==> src/lsdaa_pkg.sv <==
/*
 * lsdaa_pkg: shared constants for the line-side access register bank.
 * assumes: 8-bit registers on a 6-bit index address, one clock domain.
 */
package lsdaa_pkg;
	// register indices
	localparam logic [5:0] ADDR_MAIN_CTRL = 6'h01;
	localparam logic [5:0] ADDR_HOOK_CTRL = 6'h05;
	localparam logic [5:0] ADDR_DEV_STATUS = 6'h0c;
	localparam logic [5:0] ADDR_DEV_REV = 6'h0d;
	localparam logic [5:0] ADDR_RSVD_14 = 6'h0e;
	localparam logic [5:0] ADDR_PATH_GAIN = 6'h0f;
	localparam logic [5:0] ADDR_LIF_A = 6'h10;
	localparam logic [5:0] ADDR_LIF_B = 6'h11;
	localparam logic [5:0] ADDR_LIF_C = 6'h12;
	localparam logic [5:0] ADDR_FAULT = 6'h13;
	localparam logic [5:0] ADDR_MON_RX = 6'h14;
	localparam logic [5:0] ADDR_MON_TX = 6'h15;
	localparam logic [5:0] ADDR_RING_A = 6'h16;
	localparam logic [5:0] ADDR_RING_B = 6'h17;
	localparam logic [5:0] ADDR_RING_C = 6'h18;
	localparam logic [5:0] ADDR_RCAL = 6'h19;
	localparam logic [5:0] ADDR_DCTERM = 6'h1a;
	localparam logic [5:0] ADDR_LOOP_I = 6'h1c;
	localparam logic [5:0] ADDR_LINE_V = 6'h1d;
	localparam logic [5:0] ADDR_HOOK_X = 6'h1f;
	localparam logic [5:0] ADDR_THR_LVL = 6'h2b;
	localparam logic [5:0] ADDR_THR_CTL = 6'h2c;
	localparam logic [5:0] ADDR_SPARK = 6'h3b;
	// main control field positions
	localparam int BIT_SOFT_RESET = 7;
	localparam int BIT_PWM_HI = 5;
	localparam int BIT_PWM_LO = 4;
	localparam int BIT_LOOPBACK = 1;
	localparam logic [7:0] MAIN_CTRL_WMASK = 8'hb2;
	// hook control field position
	localparam int BIT_HOOK = 0;
	// path gain field positions
	localparam int BIT_TX_MUTE = 7;
	localparam int BIT_TX_ATT_HI = 6;
	localparam int BIT_TX_ATT_LO = 4;
	localparam int BIT_RX_MUTE = 3;
	localparam int BIT_RX_GAIN_HI = 2;
	// values after reset
	localparam logic [7:0] RST_REG = 8'h00;
	localparam logic [7:0] RST_REV = 8'h00;
endpackage

==> src/lsdaa_cfg_if.sv <==
/*
 * lsdaa_cfg_if: control fields carried from the register file to the datapath.
 * assumes: one clock, fields are register outputs.
 */
`timescale 1ns/1ps
interface lsdaa_cfg_if;
	logic loopback; // digital loopback enable
	logic tx_mute; // transmit mute
	logic [2:0] tx_att; // transmit attenuation select
	logic rx_mute; // receive mute
	logic [2:0] rx_gain; // receive gain select
	modport src (output loopback, tx_mute, tx_att, rx_mute, rx_gain);
	modport dst (input loopback, tx_mute, tx_att, rx_mute, rx_gain);
endinterface

==> src/lsdaa_path.sv <==
/*
 * lsdaa_path: sample path with transmit and receive filter stages and the
 * isolation loopback selector.
 * assumes: samples arrive with a one-cycle valid, cfg fields are registered.
 */
`timescale 1ns/1ps
module lsdaa_path import lsdaa_pkg::*; #(
	parameter int W = 16
) (
	input wire logic i_clk,
	input wire logic i_resetn,
	lsdaa_cfg_if.dst cfg,
	input wire logic i_tx_valid,
	input wire logic [W-1:0] i_tx_data,
	input wire logic i_line_valid,
	input wire logic [W-1:0] i_line_data,
	output logic o_rx_valid,
	output logic [W-1:0] o_rx_data,
	output logic o_line_valid,
	output logic [W-1:0] o_line_data
);
	// scale by 3-bit step: right shift per step
	function automatic logic [W-1:0] scale(input logic [W-1:0] d, input logic mute,
		input logic [2:0] s);
		scale = mute ? '0 : (d >> s);
	endfunction

	logic tx_v_q; // transmit filter stage valid
	logic [W-1:0] tx_f_q; // transmit filter output
	logic rx_v_q; // receive filter stage valid
	logic [W-1:0] rx_f_q; // receive filter output
	logic rx_in_v; // receive filter input valid
	logic [W-1:0] rx_in; // receive filter input

	// transmit filter stage
	always_ff @(posedge i_clk or negedge i_resetn) begin
		if (!i_resetn) begin
			tx_v_q <= 1'b0;
			tx_f_q <= '0;
		end else begin
			tx_v_q <= i_tx_valid;
			if (i_tx_valid) begin
				tx_f_q <= scale(i_tx_data, cfg.tx_mute, cfg.tx_att);
			end
		end
	end

	// loopback feeds transmit filter output into receive filter
	always_comb begin
		rx_in_v = cfg.loopback ? tx_v_q : i_line_valid;
		rx_in = cfg.loopback ? tx_f_q : i_line_data;
	end

	// receive filter stage
	always_ff @(posedge i_clk or negedge i_resetn) begin
		if (!i_resetn) begin
			rx_v_q <= 1'b0;
			rx_f_q <= '0;
		end else begin
			rx_v_q <= rx_in_v;
			if (rx_in_v) begin
				// all three gain bits count; codes above four saturate at top gain
				rx_f_q <= cfg.rx_mute ? '0 :
					(rx_in >> ((cfg.rx_gain > 3'h4) ? 3'h0 : (3'h4 - cfg.rx_gain)));
			end
		end
	end

	// line output silenced during loopback
	always_ff @(posedge i_clk or negedge i_resetn) begin
		if (!i_resetn) begin
			o_line_valid <= 1'b0;
			o_line_data <= '0;
		end else begin
			o_line_valid <= tx_v_q && !cfg.loopback;
			o_line_data <= tx_f_q;
		end
	end

	assign o_rx_valid = rx_v_q;
	assign o_rx_data = rx_f_q;

	// looped sample reaches receive output two cycles after entry
	loop_path_a: assert property (@(posedge i_clk) disable iff (!i_resetn)
		(i_tx_valid ##1 cfg.loopback) |=> o_rx_valid)
		else $error("looped sample missed receive output");
endmodule

==> src/lsdaa_regs.sv <==
/*
 * lsdaa_regs: register bank of the line-side access device with software
 * reset, pwm mode, hook state, gain control and isolation loopback.
 * assumes: plain register port, read data valid the cycle after the strobe,
 * status inputs come from pins and are synchronised here.
 */
// What this block does
// - Soft reset bit returns all writable registers
// - Soft reset bit clears itself, reads zero
// - Loopback bit loops data across barrier
// - Looped data passes transmit and receive filters
// - Two-bit field selects pwm output mode
// - Gain register: mutes, attenuation, receive gain
// - Hook bit sets off-hook, clear on-hook
`timescale 1ns/1ps
module lsdaa_regs import lsdaa_pkg::*; #(
	parameter int W = 16,
	parameter logic [7:0] REVISION = RST_REV // arbitrary value
) (
	input wire logic i_clk,
	input wire logic i_resetn,
	input wire logic [5:0] i_addr,
	input wire logic [7:0] i_wdata,
	input wire logic i_wr,
	input wire logic i_rd,
	output logic [7:0] o_rdata,
	input wire logic [7:0] i_dev_status,
	input wire logic [7:0] i_loop_current,
	input wire logic [7:0] i_line_voltage,
	input wire logic i_tx_valid,
	input wire logic [W-1:0] i_tx_data,
	input wire logic i_line_valid,
	input wire logic [W-1:0] i_line_data,
	output logic o_rx_valid,
	output logic [W-1:0] o_rx_data,
	output logic o_line_valid,
	output logic [W-1:0] o_line_data,
	output logic o_off_hook,
	output logic [1:0] o_pulse_width_mode_select
);
	// one aligned write decode used for the control, hook and gain registers
	function automatic logic hit(input logic [5:0] a, input logic [5:0] r);
		hit = (a == r);
	endfunction

	lsdaa_cfg_if cfg_bus (); // fields handed to the datapath

	logic soft_reset_trigger_q; // pending soft reset, lasts one cycle
	logic [1:0] pulse_width_mode_select_q; // pwm mode
	logic isolation_loopback_enable_q; // loopback enable
	logic hook_state_control_q; // off-hook when set
	logic [7:0] path_gain_q; // mutes, attenuation, gain
	logic [7:0] rw_q [0:15]; // plain read/write registers
	logic [3:0] rw_idx; // rw array slot of the address
	logic rw_hit; // address names a plain rw register
	logic [7:0] st_s1_q [0:2]; // status sync stage 1
	logic [7:0] st_s2_q [0:2]; // status sync stage 2
	logic [7:0] st_s3_q [0:2]; // status sync stage 3
	logic [7:0] st_q [0:2]; // accepted status value
	logic [7:0] rdata_d; // read mux
	logic clr; // soft reset in progress

	assign clr = soft_reset_trigger_q;

	// map writable plain registers onto array slots
	always_comb begin
		rw_hit = 1'b1;
		rw_idx = 4'h0;
		case (i_addr)
			ADDR_LIF_A: rw_idx = 4'h0;
			ADDR_LIF_B: rw_idx = 4'h1;
			ADDR_LIF_C: rw_idx = 4'h2;
			ADDR_FAULT: rw_idx = 4'h3;
			ADDR_MON_RX: rw_idx = 4'h4;
			ADDR_MON_TX: rw_idx = 4'h5;
			ADDR_RING_A: rw_idx = 4'h6;
			ADDR_RING_B: rw_idx = 4'h7;
			ADDR_RING_C: rw_idx = 4'h8;
			ADDR_RCAL: rw_idx = 4'h9;
			ADDR_DCTERM: rw_idx = 4'ha;
			ADDR_HOOK_X: rw_idx = 4'hb;
			ADDR_THR_LVL: rw_idx = 4'hc;
			ADDR_THR_CTL: rw_idx = 4'hd;
			ADDR_SPARK: rw_idx = 4'he;
			default: rw_hit = 1'b0;
		endcase
	end

	// soft reset strobe: set by write, drops next cycle
	always_ff @(posedge i_clk or negedge i_resetn) begin
		if (!i_resetn) begin
			soft_reset_trigger_q <= 1'b0;
		end else begin
			soft_reset_trigger_q <= i_wr && hit(i_addr, ADDR_MAIN_CTRL)
				&& i_wdata[BIT_SOFT_RESET] && !soft_reset_trigger_q;
		end
	end

	// main control fields
	always_ff @(posedge i_clk or negedge i_resetn) begin
		if (!i_resetn) begin
			pulse_width_mode_select_q <= 2'h0;
			isolation_loopback_enable_q <= 1'b0;
		end else if (clr) begin
			pulse_width_mode_select_q <= 2'h0;
			isolation_loopback_enable_q <= 1'b0;
		end else if (i_wr && hit(i_addr, ADDR_MAIN_CTRL) && !i_wdata[BIT_SOFT_RESET]) begin
			pulse_width_mode_select_q <= i_wdata[BIT_PWM_HI:BIT_PWM_LO];
			// host must already be off-hook; not enforced here
			isolation_loopback_enable_q <= i_wdata[BIT_LOOPBACK];
		end
	end

	// hook state
	always_ff @(posedge i_clk or negedge i_resetn) begin
		if (!i_resetn) begin
			hook_state_control_q <= 1'b0;
		end else if (clr) begin
			hook_state_control_q <= 1'b0;
		end else if (i_wr && hit(i_addr, ADDR_HOOK_CTRL)) begin
			hook_state_control_q <= i_wdata[BIT_HOOK];
		end
	end

	// path gain
	always_ff @(posedge i_clk or negedge i_resetn) begin
		if (!i_resetn) begin
			path_gain_q <= RST_REG;
		end else if (clr) begin
			path_gain_q <= RST_REG;
		end else if (i_wr && hit(i_addr, ADDR_PATH_GAIN)) begin
			path_gain_q <= i_wdata;
		end
	end

	// plain read/write registers
	always_ff @(posedge i_clk or negedge i_resetn) begin
		if (!i_resetn) begin
			for (int k = 0; k < 16; k++) begin
				rw_q[k] <= RST_REG;
			end
		end else if (clr) begin
			for (int k = 0; k < 16; k++) begin
				rw_q[k] <= RST_REG;
			end
		end else if (i_wr && rw_hit) begin
			rw_q[rw_idx] <= i_wdata;
		end
	end

	// status pins: three flops, accept when stages two and three agree
	always_ff @(posedge i_clk or negedge i_resetn) begin
		if (!i_resetn) begin
			for (int k = 0; k < 3; k++) begin
				st_s1_q[k] <= RST_REG;
				st_s2_q[k] <= RST_REG;
				st_s3_q[k] <= RST_REG;
				st_q[k] <= RST_REG;
			end
		end else begin
			st_s1_q[0] <= i_dev_status;
			st_s1_q[1] <= i_loop_current;
			st_s1_q[2] <= i_line_voltage;
			for (int k = 0; k < 3; k++) begin
				st_s2_q[k] <= st_s1_q[k];
				st_s3_q[k] <= st_s2_q[k];
				if (st_s2_q[k] == st_s3_q[k]) begin
					st_q[k] <= st_s3_q[k];
				end
			end
		end
	end

	// read mux
	always_comb begin
		rdata_d = 8'h00;
		case (i_addr)
			ADDR_MAIN_CTRL: rdata_d = {2'h0, pulse_width_mode_select_q, 2'h0,
				isolation_loopback_enable_q, 1'b0};
			ADDR_HOOK_CTRL: rdata_d = {7'h00, hook_state_control_q};
			ADDR_DEV_STATUS: rdata_d = st_q[0];
			ADDR_DEV_REV: rdata_d = REVISION;
			ADDR_PATH_GAIN: rdata_d = path_gain_q;
			ADDR_LOOP_I: rdata_d = st_q[1];
			ADDR_LINE_V: rdata_d = st_q[2];
			default: rdata_d = rw_hit ? rw_q[rw_idx] : 8'h00;
		endcase
	end

	// read data registered, valid cycle after strobe
	always_ff @(posedge i_clk or negedge i_resetn) begin
		if (!i_resetn) begin
			o_rdata <= 8'h00;
		end else if (i_rd) begin
			o_rdata <= rdata_d;
		end
	end

	// pin outputs
	always_ff @(posedge i_clk or negedge i_resetn) begin
		if (!i_resetn) begin
			o_off_hook <= 1'b0;
			o_pulse_width_mode_select <= 2'h0;
		end else begin
			o_off_hook <= hook_state_control_q;
			o_pulse_width_mode_select <= pulse_width_mode_select_q;
		end
	end

	// gain and loopback fields to datapath
	assign cfg_bus.loopback = isolation_loopback_enable_q;
	assign cfg_bus.tx_mute = path_gain_q[BIT_TX_MUTE];
	assign cfg_bus.tx_att = path_gain_q[BIT_TX_ATT_HI:BIT_TX_ATT_LO];
	assign cfg_bus.rx_mute = path_gain_q[BIT_RX_MUTE];
	assign cfg_bus.rx_gain = path_gain_q[BIT_RX_GAIN_HI:0];

	// filter path with loopback
	lsdaa_path #(.W(W)) u_path (
		.i_clk(i_clk),
		.i_resetn(i_resetn),
		.cfg(cfg_bus.dst),
		.i_tx_valid(i_tx_valid),
		.i_tx_data(i_tx_data),
		.i_line_valid(i_line_valid),
		.i_line_data(i_line_data),
		.o_rx_valid(o_rx_valid),
		.o_rx_data(o_rx_data),
		.o_line_valid(o_line_valid),
		.o_line_data(o_line_data)
	);

	// soft reset write clears gain and hook registers two cycles later
	sr_clears_a: assert property (@(posedge i_clk) disable iff (!i_resetn)
		(i_wr && i_addr == ADDR_MAIN_CTRL && i_wdata[7] && !soft_reset_trigger_q)
		|-> ##2 (path_gain_q == 8'h00 && !hook_state_control_q))
		else $error("soft reset left a register set");

	// soft reset strobe never lasts two cycles
	sr_selfclear_a: assert property (@(posedge i_clk) disable iff (!i_resetn)
		soft_reset_trigger_q |=> !soft_reset_trigger_q)
		else $error("soft reset did not clear itself");

	// reserved bits of main control read zero
	main_rsvd_a: assert property (@(posedge i_clk) disable iff (!i_resetn)
		(i_rd && i_addr == ADDR_MAIN_CTRL) |=> ((o_rdata & ~MAIN_CTRL_WMASK) == 8'h00))
		else $error("reserved control bit read nonzero");

	// loopback bit follows a write
	loop_bit_a: assert property (@(posedge i_clk) disable iff (!i_resetn)
		(i_wr && i_addr == ADDR_MAIN_CTRL && !i_wdata[7] && !soft_reset_trigger_q)
		|=> (isolation_loopback_enable_q == $past(i_wdata[1])))
		else $error("loopback bit not taken");

	// pwm mode reaches pin two cycles after write
	pwm_mode_a: assert property (@(posedge i_clk) disable iff (!i_resetn)
		(i_wr && i_addr == ADDR_MAIN_CTRL && !i_wdata[7] && !soft_reset_trigger_q)
		|-> ##2 (o_pulse_width_mode_select == $past(i_wdata[5:4], 2)))
		else $error("pwm mode not on pin");

	// hook bit reaches off-hook pin two cycles after write
	hook_pin_a: assert property (@(posedge i_clk) disable iff (!i_resetn)
		(i_wr && i_addr == ADDR_HOOK_CTRL && !soft_reset_trigger_q)
		|-> ##2 (o_off_hook == $past(i_wdata[0], 2)))
		else $error("hook pin wrong");

	// gain register read back matches write
	gain_rb_a: assert property (@(posedge i_clk) disable iff (!i_resetn)
		(i_wr && i_addr == ADDR_PATH_GAIN && !soft_reset_trigger_q)
		##1 (i_rd && i_addr == ADDR_PATH_GAIN && !soft_reset_trigger_q)
		|=> (o_rdata == $past(i_wdata, 2)))
		else $error("gain register readback wrong");

	// line output quiet while looping
	loop_quiet_a: assert property (@(posedge i_clk) disable iff (!i_resetn)
		(isolation_loopback_enable_q && $past(isolation_loopback_enable_q)) |=> !o_line_valid)
		else $error("line driven during loopback");

	// soft reset strobe wins over any write in its cycle
	sr_prio_a: assert property (@(posedge i_clk) disable iff (!i_resetn)
		soft_reset_trigger_q |=> (path_gain_q == RST_REG && !hook_state_control_q
		&& pulse_width_mode_select_q == 2'h0 && !isolation_loopback_enable_q))
		else $error("soft reset lost to a write");

	// soft reset also empties the plain registers
	sr_rw_clear_a: assert property (@(posedge i_clk) disable iff (!i_resetn)
		soft_reset_trigger_q |=> (rw_q[0] == RST_REG && rw_q[14] == RST_REG))
		else $error("plain register kept after soft reset");

	// other fields of a soft reset write are ignored
	sr_ignore_a: assert property (@(posedge i_clk) disable iff (!i_resetn)
		(i_wr && i_addr == ADDR_MAIN_CTRL && i_wdata[7] && !soft_reset_trigger_q)
		|=> ($stable(pulse_width_mode_select_q) && $stable(isolation_loopback_enable_q)))
		else $error("soft reset write changed a field");

	// soft reset bit always reads zero
	sr_read_zero_a: assert property (@(posedge i_clk) disable iff (!i_resetn)
		(i_rd && i_addr == ADDR_MAIN_CTRL) |=> !o_rdata[BIT_SOFT_RESET])
		else $error("soft reset bit read as one");

	// hook bit takes the written value
	hook_bit_a: assert property (@(posedge i_clk) disable iff (!i_resetn)
		(i_wr && i_addr == ADDR_HOOK_CTRL && !soft_reset_trigger_q)
		|=> (hook_state_control_q == $past(i_wdata[BIT_HOOK])))
		else $error("hook bit not taken");

	// hook register reads the hook bit only
	hook_read_a: assert property (@(posedge i_clk) disable iff (!i_resetn)
		(i_rd && i_addr == ADDR_HOOK_CTRL)
		|=> (o_rdata == {7'h00, $past(hook_state_control_q)}))
		else $error("hook register read wrong");

	// pwm field takes the written value
	pwm_field_a: assert property (@(posedge i_clk) disable iff (!i_resetn)
		(i_wr && i_addr == ADDR_MAIN_CTRL && !i_wdata[7] && !soft_reset_trigger_q)
		|=> (pulse_width_mode_select_q == $past(i_wdata[5:4])))
		else $error("pwm field not taken");

	// pwm field reads back in place
	pwm_read_a: assert property (@(posedge i_clk) disable iff (!i_resetn)
		(i_rd && i_addr == ADDR_MAIN_CTRL)
		|=> (o_rdata[5:4] == $past(pulse_width_mode_select_q)))
		else $error("pwm field read wrong");

	// loopback bit reads back in place
	loop_read_a: assert property (@(posedge i_clk) disable iff (!i_resetn)
		(i_rd && i_addr == ADDR_MAIN_CTRL)
		|=> (o_rdata[1] == $past(isolation_loopback_enable_q)))
		else $error("loopback bit read wrong");

	// gain register takes the whole written byte
	gain_write_a: assert property (@(posedge i_clk) disable iff (!i_resetn)
		(i_wr && i_addr == ADDR_PATH_GAIN && !soft_reset_trigger_q)
		|=> (path_gain_q == $past(i_wdata)))
		else $error("gain register not taken");

	// gain register read shows the stored byte
	gain_read_a: assert property (@(posedge i_clk) disable iff (!i_resetn)
		(i_rd && i_addr == ADDR_PATH_GAIN) |=> (o_rdata == $past(path_gain_q)))
		else $error("gain register read wrong");

	// muted transmit sample reaches the line as zero
	tx_mute_a: assert property (@(posedge i_clk) disable iff (!i_resetn)
		(i_tx_valid && path_gain_q[BIT_TX_MUTE]) |-> ##2 (o_line_data == '0))
		else $error("transmit mute leaked");

	// muted receive sample leaves the filter as zero
	rx_mute_a: assert property (@(posedge i_clk) disable iff (!i_resetn)
		(i_line_valid && !isolation_loopback_enable_q && path_gain_q[BIT_RX_MUTE])
		|=> (o_rx_data == '0))
		else $error("receive mute leaked");
endmodule

==> config.mk <==
export PLATFORM = sky130hd
export DESIGN_NAME = lsdaa_regs
export DESIGN_NICKNAME = d
export VERILOG_FILES = /design/src/lsdaa_pkg.sv /design/src/lsdaa_cfg_if.sv /design/src/lsdaa_path.sv /design/src/lsdaa_regs.sv
export SDC_FILE = /design/constraint.sdc
export NUM_CORES = 1
export LEC_CHECK = 0
export BUFFER_PORTS_ARGS = -buffer_cell sky130_fd_sc_hd__buf_2
export CAP_MARGIN = 30
export CORE_MARGIN = 2
export CORE_UTILIZATION = 30
export CTS_CLUSTER_DIAMETER = 60
export DETAILED_ROUTE_END_ITERATION = 10
export PLACE_DENSITY = 0.53
export REMOVE_ABC_BUFFERS = 1
export SLEW_MARGIN = 25
export SYNTH_ARGS = -nofsm -noshare
export SYNTH_HDL_FRONTEND = slang
export SYNTH_SLANG_ARGS = --single-unit
==> constraint.sdc <==
create_clock -name i_clk -period 5.2 [get_ports i_clk]
set_clock_uncertainty 0.05 [all_clocks]
set_input_delay 1.04 -clock i_clk [delete_from_list [all_inputs] [get_ports i_clk]]
set_output_delay 1.04 -clock i_clk [all_outputs]
set_load 0.005 [all_outputs]
==> impl_metrics.json, run 1 <==
{
  "setup-violations-final": 0,
  "viasPerCell": 5.12,
  "root_buffer": "clkbuf_16",
  "worst_ep_required_time_ps": 5550,
  "slew_viol_final": 0,
  "io_pins": 121,
  "maxCapViolCount": 0,
  "multi_input_area_um2": 5350,
  "area_growth_pct": 18.3,
  "nets": 1337,
  "leakage_nw": 7.33,
  "fillCellCount": 4374,
  "r2r_start": "path_gain_q[0]",
  "cp.arrival_ps": 3490,
  "dp_slack_ps": 1550,
  "synth_top_family_by_area": "multiplexers",
  "cts_tree": "done",
  "drtAntennaViolNets": 0,
  "post_drt_wl_per_cell_um": 19.1,
  "grt_util_all_layers": 0.155,
  "synthMuxAreaShare": 0.150,
  "grt_pass1_wl_um": 56400,
  "async_flop_share": 1.00,
  "worstMarginPinSlew_ps": 1030,
  "dr.pass1.iters": 5,
  "cp-start-kind": "primary input",
  "dr.first_iter.drc_count": 825,
  "reg2regPathDepth": 6,
  "ys_ff_latch": 299,
  "max_freq_mhz": 318,
  "place_congestion": 0.852,
  "period_minus_slack_ps": 3140,
  "cts_htree_levels": 2,
  "cts_num_sinks": 299,
  "grt_antenna_before_repair": 2,
  "port_buffers": 120,
  "synth_compound_area_frac": 0.110,
  "worstPathMaxFanout": 35,
  "drc": 0,
  "post_cts_resize_count": 0,
  "p_per_area_nw_per_um2": 417,
  "ys_seq_area_frac": 0.562,
  "vias": 9610,
  "diodes": 0,
  "relSlewSlack": 0.312,
  "drive_gt1_frac": 0.211,
  "synth_top_flop_cell": "dfrtp_1",
  "status": "finished clean",
  "hp-start": "st_s1_q[8]",
  "numCtsBuffers": 36,
  "core_um2": 44000,
  "ff2ff_setup_slack_ps": 2570,
  "synthAdderAreaFrac": 0.000939,
  "hold_buffers": 0,
  "post-route-period-util": 0.605,
  "regArea_um2": 7480,
  "grt_setup_unrepaired": "false",
  "ys_types": 68,
  "routed_wl_um": 35900,
  "hold_class": "reg -> reg",
  "initial_core_util": 0.303,
  "clkTransAtPathRegs_ps": 60,
  "min_to": "st_s2_q[8]",
  "place_hpwl_um": 24400,
  "grt-ovfl-total": 0,
  "die-area_um2": 46100,
  "max-vdd-ir-drop_mv": 0.243,
  "synth_xor_area_frac": 0.0164,
  "final.setup.tns_ps": 0,
  "grt_pass1_vias": 9320,
  "grt_max_degree": 106,
  "worst_skew_pair.late_latency_ps": 540,
  "hold_path_depth": 0,
  "yosys_warnings": 0,
  "clockBufferDepth": 3,
  "netlist_area_um2": 13300,
  "synth.avg_cell_area_um2": 11.4,
  "hold_viol": 0,
  "rows": 77,
  "die_x_um": 215,
  "layout_setup_ws_ps": 2060,
  "die_h_um": 215,
  "worstSetupPathType": "in -> reg",
  "rr_endpoint": "u_path.o_rx_data[2]",
  "synth_simple_gate_area_frac": 0.124,
  "synth_edf_count": 0,
  "syn-instance-count": 1167,
  "cp-end-kind": "register",
  "post_cts_buffers": 0
}
## stage by stage
step | cells | hold slack (ps) | utilization | total power [mW] | instance area [µm²]
final | 1878 | 296 | 0.358 | 6.58 | 15800
after global routing | 1878 | 302 | 0.358 | 6.89 | 15800
after CTS | 1876 | 298 | 0.357 | 6.65 | 15700
after detailed placement | 1812 | 285 | 0.328 | 3.89 | 14400
after global placement | 1812 | 282 | 0.328 | 3.86 | 14400
after floorplan | 1084 | 281 | - | 3.44 | 12900
## worst max-delay path, cell delays in order
cell and delay, ps:
buf_2 280, nor2b_1 130, or3_2 880, or4b_1 880, nand3_1 190, o21ai_1 80
## layer usage
| metal | vias up | wire length, µm | track usage |
|---|---|---|---|
| met1 | 4775 | 16200 | 0.223 |
| met3 | 61 | 2610 | 0.0299 |
| li1 | 4385 | - | - |
| met5 | - | 25 | 0 |
| met2 | 385 | 16200 | 0.237 |
| met4 | 4 | 850 | 0.0440 |
## worst max path at each step
stage               startpoint        to  slack [ps]  cells after the start
global route         i_addr[2]  rw_q[64]        1900                      6
CTS                  i_addr[2]  rw_q[66]        2100                      6
detailed placement   i_addr[2]  rw_q[67]        1550                      6
global placement     i_addr[5]  rw_q[67]        1560                      6
finish               i_addr[2]  rw_q[67]        2060                      6
floorplan            i_addr[5]  rw_q[64]        2100                      5
## placed cells by master, fill, tap and decap left out, types with 4 or more instances in the layout
master | Yosys | final
nand4_1 | 14 | 14
nor3_4 | 4 | 4
clkinvlp_4 | 0 | 4
clkbuf_16 | 0 | 36
dfrtp_1 | 299 | 298
nor3_1 | 7 | 7
inv_1 | 28 | 28
clkbuf_8 | 0 | 7
a21oi_1 | 23 | 23
o31a_1 | 4 | 4
mux2_2 | 33 | 33
nand2b_1 | 6 | 6
o41ai_1 | 4 | 4
nand2_1 | 97 | 97
o221ai_1 | 6 | 6
bufinv_16 | 0 | 6
o22ai_1 | 38 | 38
o21ai_1 | 8 | 8
a222oi_1 | 7 | 7
a22o_1 | 5 | 5
nor2_1 | 108 | 108
and3_1 | 4 | 4
nor2b_1 | 18 | 17
o22a_1 | 16 | 16
a31oi_1 | 4 | 4
nand3_1 | 41 | 41
mux2i_1 | 124 | 123
nor4_1 | 4 | 4
nand3b_1 | 4 | 4
a211oi_1 | 9 | 9
xnor2_1 | 24 | 24
or3_1 | 10 | 9
mux4_2 | 17 | 17
a32o_1 | 11 | 11
o21ai_0 | 59 | 59
buf_2 | 23 | 119
buf_4 | 4 | 15
## cell usage after synthesis, types with 5 or more instances
cell type	number	area [µm²]
a211oi_1	9	67.6
a21oi_1	23	115
a222oi_1	7	70.1
a22o_1	5	43.8
a32o_1	11	110
buf_2	23	115
clkbuf_1	49	184
dfrtp_1	299	7480
inv_1	28	105
mux2_2	33	372
mux2i_1	124	1240
mux4_2	17	383
nand2_1	97	364
nand2b_1	6	37.5
nand3_1	41	205
nand4_1	14	87.6
nor2_1	108	405
nor2b_1	18	113
nor3_1	7	35.0
o21ai_0	59	295
o21ai_1	8	40.0
o221ai_1	6	52.6
o22a_1	16	140
o22ai_1	38	238
or3_1	10	62.6
xnor2_1	24	210
## state kept, by name, indices dropped and copies added, names as in the netlist, 16 cells and up
signal              flops
st_s3_q                24
rw_q                  128
u_path.o_line_data     16
u_path.tx_f_q          16
st_s1_q                24
st_q                   24
u_path.o_rx_data       16
st_s2_q                24
## power breakdown
| part | internal, mW | total [mW] | switching, mW |
|---|---|---|---|
| Sequential | 2.64 | 2.85 | 0.218 |
| Combinational | 0.464 | 0.988 | 0.525 |
| Clock | 1.69 | 2.73 | 1.04 |
| Total | 4.79 | 6.58 | 1.79 |
## cell families (layout without fill, tap and decap cells)
kind of cell               count (synthesis)  count (layout)
DFF                                      299             299
muxes                                    174             174
AOI/OAI and AO/OA                        215             215
and+or+nand+nor                          339             339
buffers and inverters                    114             233
xor gates and xnor gates                  25              25
adders and majority gates                  1               1
## layout make-up
| class | instances | area share |
|---|---|---|
| tap | 592 | 0.0470 |
| sequential | 299 | 0.475 |
| multi-input combinational | 754 | 0.339 |
| inverter | 31 | 0.00738 |
| clock inverter | 19 | 0.0194 |
| timing repair buffer | 138 | 0.0488 |
| clock buffer | 45 | 0.0637 |
Power figures use the tool's default switching activity.
==> run 2: changes to the inputs <==
- clock period: 5.2 -> 2.96 ns (I/O delays scaled with it)
==> impl_metrics.json, run 2 (synthesis gave the netlist of run 1 again) <==
{
  "worst_ep_required_time_ps": 3310,
  "final_util": 0.362,
  "root_buffer": "clkbuf_16",
  "post_drt_wl_per_cell_um": 19.1,
  "r2r_start": "path_gain_q[0]",
  "max-vdd-ir-drop_mv": 0.494,
  "cts_tree": "done",
  "p_switching_mw": 3.05,
  "layout_setup_ws_ps": 492,
  "reg2regPathDepth": 7,
  "dp_cells": 1845,
  "dr.pass1.iters": 5,
  "ff2ff_setup_slack_ps": 490,
  "cp-start-kind": "register",
  "p_per_area_nw_per_um2": 699,
  "grt_util_all_layers": 0.158,
  "worstMarginPinSlew_ps": 980,
  "hp-start": "i_dev_status[1]",
  "die_x_um": 215,
  "comb_power_share": 0.158,
  "clockBufferDepth": 3,
  "place_congestion": 0.859,
  "status": "finished clean",
  "post-route-period-util": 0.834,
  "grt_pass1_wl_um": 57400,
  "final_common_cell": "dfrtp_1",
  "cp-end-kind": "register",
  "grt_pass1_vias": 9713,
  "diodes": 0,
  "die-area_um2": 46100,
  "largest_reg_flops": 128,
  "multi_input_area_um2": 5350,
  "setup-violations-final": 0,
  "switching_share": 0.274,
  "dr.first_iter.drc_count": 724,
  "vias": 9589,
  "top_register": "rw_q",
  "p_seq_frac": 0.451,
  "final_cell_mix": "298 x dfrtp_1, 123 x mux2i_1, 119 x buf_2, 108 x nor2_1, 97 x nand2_1",
  "worstPathMaxFanout": 15,
  "grt_setup_unrepaired": "false",
  "fin_area_um2": 15900,
  "max_freq_mhz": 405,
  "worstSetupPathType": "reg -> reg",
  "period_minus_slack_ps": 2470,
  "cts_htree_levels": 2,
  "place_hpwl_um": 25400,
  "p_clk_frac": 0.391,
  "initial_core_util": 0.303,
  "worst_skew_pair.late_latency_ps": 530,
  "maxCapViolCount": 0,
  "hold_class": "in -> reg",
  "cts_num_sinks": 299,
  "final.setup.tns_ps": 0,
  "drive_gt1_frac": 0.224,
  "routed_wl_um": 36400,
  "dpl_cell_area_um2": 14800,
  "cp.arrival_ps": 2820,
  "dp_slack_ps": 120,
  "hold_viol": 0,
  "grt_antenna_before_repair": 0,
  "p_int_mw": 8.09,
  "rows": 77,
  "port_buffers": 120,
  "io_pins": 121,
  "min_to": "st_s1_q[17]",
  "regArea_um2": 7480,
  "relSlewSlack": 0.347,
  "post_cts_buffers": 0,
  "area_growth_pct": 19.6,
  "whs_ps": 113,
  "grt_max_degree": 76,
  "numCtsBuffers": 34,
  "drc": 0,
  "rr_endpoint": "u_path.o_rx_data[6]",
  "die_h_um": 215,
  "clkTransAtPathRegs_ps": 60,
  "leakage_nw": 7.45,
  "power_mw": 11.1,
  "grt-ovfl-total": 0,
  "slew_viol_final": 0,
  "drtAntennaViolNets": 0,
  "finalNonFillerCells": 1907,
  "hold_path_depth": 1,
  "nets": 1367,
  "core_um2": 44000,
  "fillCellCount": 4421,
  "viasPerCell": 5.03
}
## run 2: cell types whose count changed in the layout (fill, tap and decap cells not counted), sizes merged
| cell | previous run | this run |
|---|---|---|
| clkinv | 8 | 9 |
| inv | 32 | 31 |
| clkinvlp | 4 | 1 |
| bufinv | 6 | 3 |
| clkbuf | 45 | 48 |
| buf | 138 | 169 |
| dlygate4sd3 | 0 | 1 |
## run 2: worst max path at each step
stage / startpoint / endpoint
2_1_floorplan: clr / rw_q[118]
3_3_place_gp: i_addr[5] / rw_q[58]
3_5_place_dp: i_addr[5] / rw_q[63]
4_1_cts: path_gain_q[0] / u_path.o_rx_data[8]
5_1_grt: path_gain_q[0] / u_path.o_rx_data[6]
6_report: path_gain_q[0] / u_path.o_rx_data[6]
## run 2: critical path: stages, from the launching register on
cell and delay, ps:
dfrtp_1 540, inv_1 80, ha_1 300, nand2_1 490, buf_4 280, mux2i_1 240
nand2_1 100, a32o_1 250
## run 2: cell type report
type | instances | share of cell area
clock inverters | 13 | 0.0106
multi-input cells | 754 | 0.335
clock buffers | 48 | 0.0624
well taps | 592 | 0.0465
inverters | 31 | 0.00730
repair buffers | 170 | 0.0683
flip-flops and latches | 299 | 0.470
## run 2: power groups by stage
stage / Clock [mW] / Combinational (mW) / Sequential (mW)
finish: 4.36 / 1.76 / 5.03
global route: 4.63 / 1.96 / 5.09
CTS: 4.47 / 1.77 / 5.03
detailed placement: 0 / 1.77 / 5.10
global placement: 0 / 1.74 / 5.09
floorplan: 0 / 1.06 / 4.99
## run 2: metal layers
layer,share of wire,GRT usage,vias to the layer above
li1,-,-,4457
met1,0.46,0.227,4745
met2,0.45,0.246,331
met3,0.065,0.0268,56
met4,0.024,0.0442,0
met5,0,0,-
## run 2: timing repair
action,CTS,global route
hold buffers,1,0
resized for setup,0,0
hold endpoints to repair,50,0
==> run 3: changes to the inputs <==
- ABC_AREA: not set -> 1
- clock period: 2.96 -> 2.5 ns (I/O delays scaled with it)
==> impl_metrics.json, run 3 <==
{
  "syn-instance-count": 1615,
  "vias": 11500,
  "drive_gt1_frac": 0.176,
  "path_cells": "inv_1 -> ha_1 -> nor4_1 -> a21oi_2 -> inv_1 -> nor2_1 -> clkinv_1 -> o211ai_1",
  "final_cell_mix": "523 x nand2_1, 299 x dfrtp_1, 192 x inv_1, 131 x o21ai_0, 119 x buf_2",
  "clkTransAtPathRegs_ps": 60,
  "drc": 0,
  "grt_setup_unrepaired": "false",
  "synth.avg_cell_area_um2": 8.38,
  "grt_max_degree": 81,
  "cp.arrival_ps": 2540,
  "post-route-period-util": 0.851,
  "worstPathMaxFanout": 10,
  "fin_area_um2": 16900,
  "cp-end-kind": "register",
  "cts_htree_levels": 2,
  "cp_top_family": "buffers and inverters",
  "dr.first_iter.drc_count": 997,
  "initial_core_util": 0.305,
  "synth_edf_count": 0,
  "numCtsBuffers": 38,
  "setup-violations-final": 0,
  "max-vdd-ir-drop_mv": 0.479,
  "worst_path_most_repeated_cell": "inv_1",
  "ys_types": 42,
  "grt_util_all_layers": 0.178,
  "area_growth_pct": 24.9,
  "whs_ps": 68.7,
  "top_register": "rw_q",
  "maxCapViolCount": 0,
  "async_flop_share": 1.00,
  "final_util": 0.381,
  "io_pins": 121,
  "slew_viol_final": 0,
  "netlist_area_um2": 13500,
  "cp-start-kind": "register",
  "worstMarginPinSlew_ps": 1020,
  "grt_antenna_before_repair": 0,
  "synth_top_flop_cell": "dfrtp_1",
  "hold_class": "in -> reg",
  "worst_ep_required_time_ps": 2920,
  "synth_area_leaders": "dfrtp_1 55%, nand2_1 14%, inv_1 5.3%",
  "dpl_cell_area_um2": 15400,
  "worst_skew_pair.late_latency_ps": 550,
  "cts_tree": "done",
  "p_per_area_nw_per_um2": 815,
  "critical_path.max_stage_delay_ps": 380,
  "status": "finished clean",
  "root_buffer": "clkbuf_16",
  "dr.pass1.iters": 5,
  "yosysMostFrequentCell": "nand2_1",
  "die_x_um": 216,
  "post-synth-top-area-cell": "dfrtp_1",
  "ys_seq_area_frac": 0.553,
  "place_hpwl_um": 29200,
  "largest_reg_flops": 128,
  "crit_slowest_cell": "dfrtp_1",
  "die_h_um": 216,
  "ff2ff_setup_slack_ps": 370,
  "worstSetupPathType": "reg -> reg",
  "port_buffers": 120,
  "final_common_cell": "nand2_1",
  "final.setup.tns_ps": 0,
  "nets": 1903,
  "drtAntennaViolNets": 0,
  "relSlewSlack": 0.303,
  "viasPerCell": 4.71,
  "routed_wl_um": 41200,
  "hold_viol": 0,
  "path_buf_inv": 3,
  "rows": 77,
  "ys_ff_latch": 299,
  "leakage_nw": 8.22,
  "grt-ovfl-total": 0,
  "clockBufferDepth": 3,
  "max_freq_mhz": 470,
  "grt_pass1_vias": 11600,
  "place_congestion": 0.867,
  "power_mw": 13.8,
  "diodes": 0,
  "core_um2": 44400,
  "yosys_warnings": 0,
  "cts_num_sinks": 299,
  "post_drt_wl_per_cell_um": 16.8,
  "synth_top_area_frac": 0.553,
  "period_minus_slack_ps": 2130,
  "die-area_um2": 46900,
  "synth_common_cells": "523 x nand2_1, 299 x dfrtp_1, 192 x inv_1, 131 x o21ai_0, 82 x nand3_1",
  "grt_pass1_wl_um": 65300
}
[run 3: metrics by stage]
stage | cells | worst slack (ps)
global route | 2448 | 169
detailed placement | 2353 | -91.9
CTS | 2448 | 228
finish | 2448 | 373
global placement | 2353 | -126
floorplan | 1557 | -576
[run 3: power by group]
| group | switching (mW) | internal (mW) |
|---|---|---|
| sequential | 0.361 | 5.45 |
| clock | 2.18 | 3.35 |
| combinational | 1.52 | 0.924 |
[run 3: kinds of logic after synthesis]
logic type,share of synthesized area
mux,0.0144
simple gates,0.219
xor+xnor,0.0155
compound gates,0.120
flops,0.553
fa+ha+maj,0.000924
buf+inv,0.0773
[run 3: routing by layer]
metal  wire length [µm]  up-vias  GRT usage
li1                   -     5579          -
met2              18800      305      0.280
met5                  0        -          0
met4               1420        0     0.0726
met3               1790       70     0.0232
met1              19200     5567      0.249
[run 3: area by class of cell]
cell class                 instances  area (µm²)
fill                            4567       27500
sequential                       299        7480
multi-input combinational       1048        5020
timing repair buffer             229        1600
clock buffer                      50        1070
inverter                         210         788
tap                              592         741
clock inverter                    20         213
[run 3: worst paths after layout]
kind                                start                endpoint  depth (start not counted)
max                        path_gain_q[0]     u_path.o_rx_data[5]                          8
min                            i_tx_valid           u_path.tx_v_q                          1
max reg2reg                path_gain_q[0]     u_path.o_rx_data[5]                          8
min reg2reg                    st_s1_q[4]              st_s2_q[4]                          0
max in group asynchronous        i_resetn                rw_q[88]                          3
min in group asynchronous        i_resetn  u_path.o_line_data[15]                          2
[run 3: worst reg2reg max path, delay by kind of cell, from the launching register on]
kind,cells,cell delay [ps]
and+or+nand+nor,2,270
DFF,1,380
buffers and inverters,3,600
adders and majority gates,1,220
AOI/OAI and AO/OA,2,520
[run 3: repair_timing]
action	4_1_cts	5_1_grt
hold buffers	25	0
resized for setup	0	1
buffers inserted	0	0
endpoints found under the hold margin	64	0
endpoints found under the setup margin	0	6
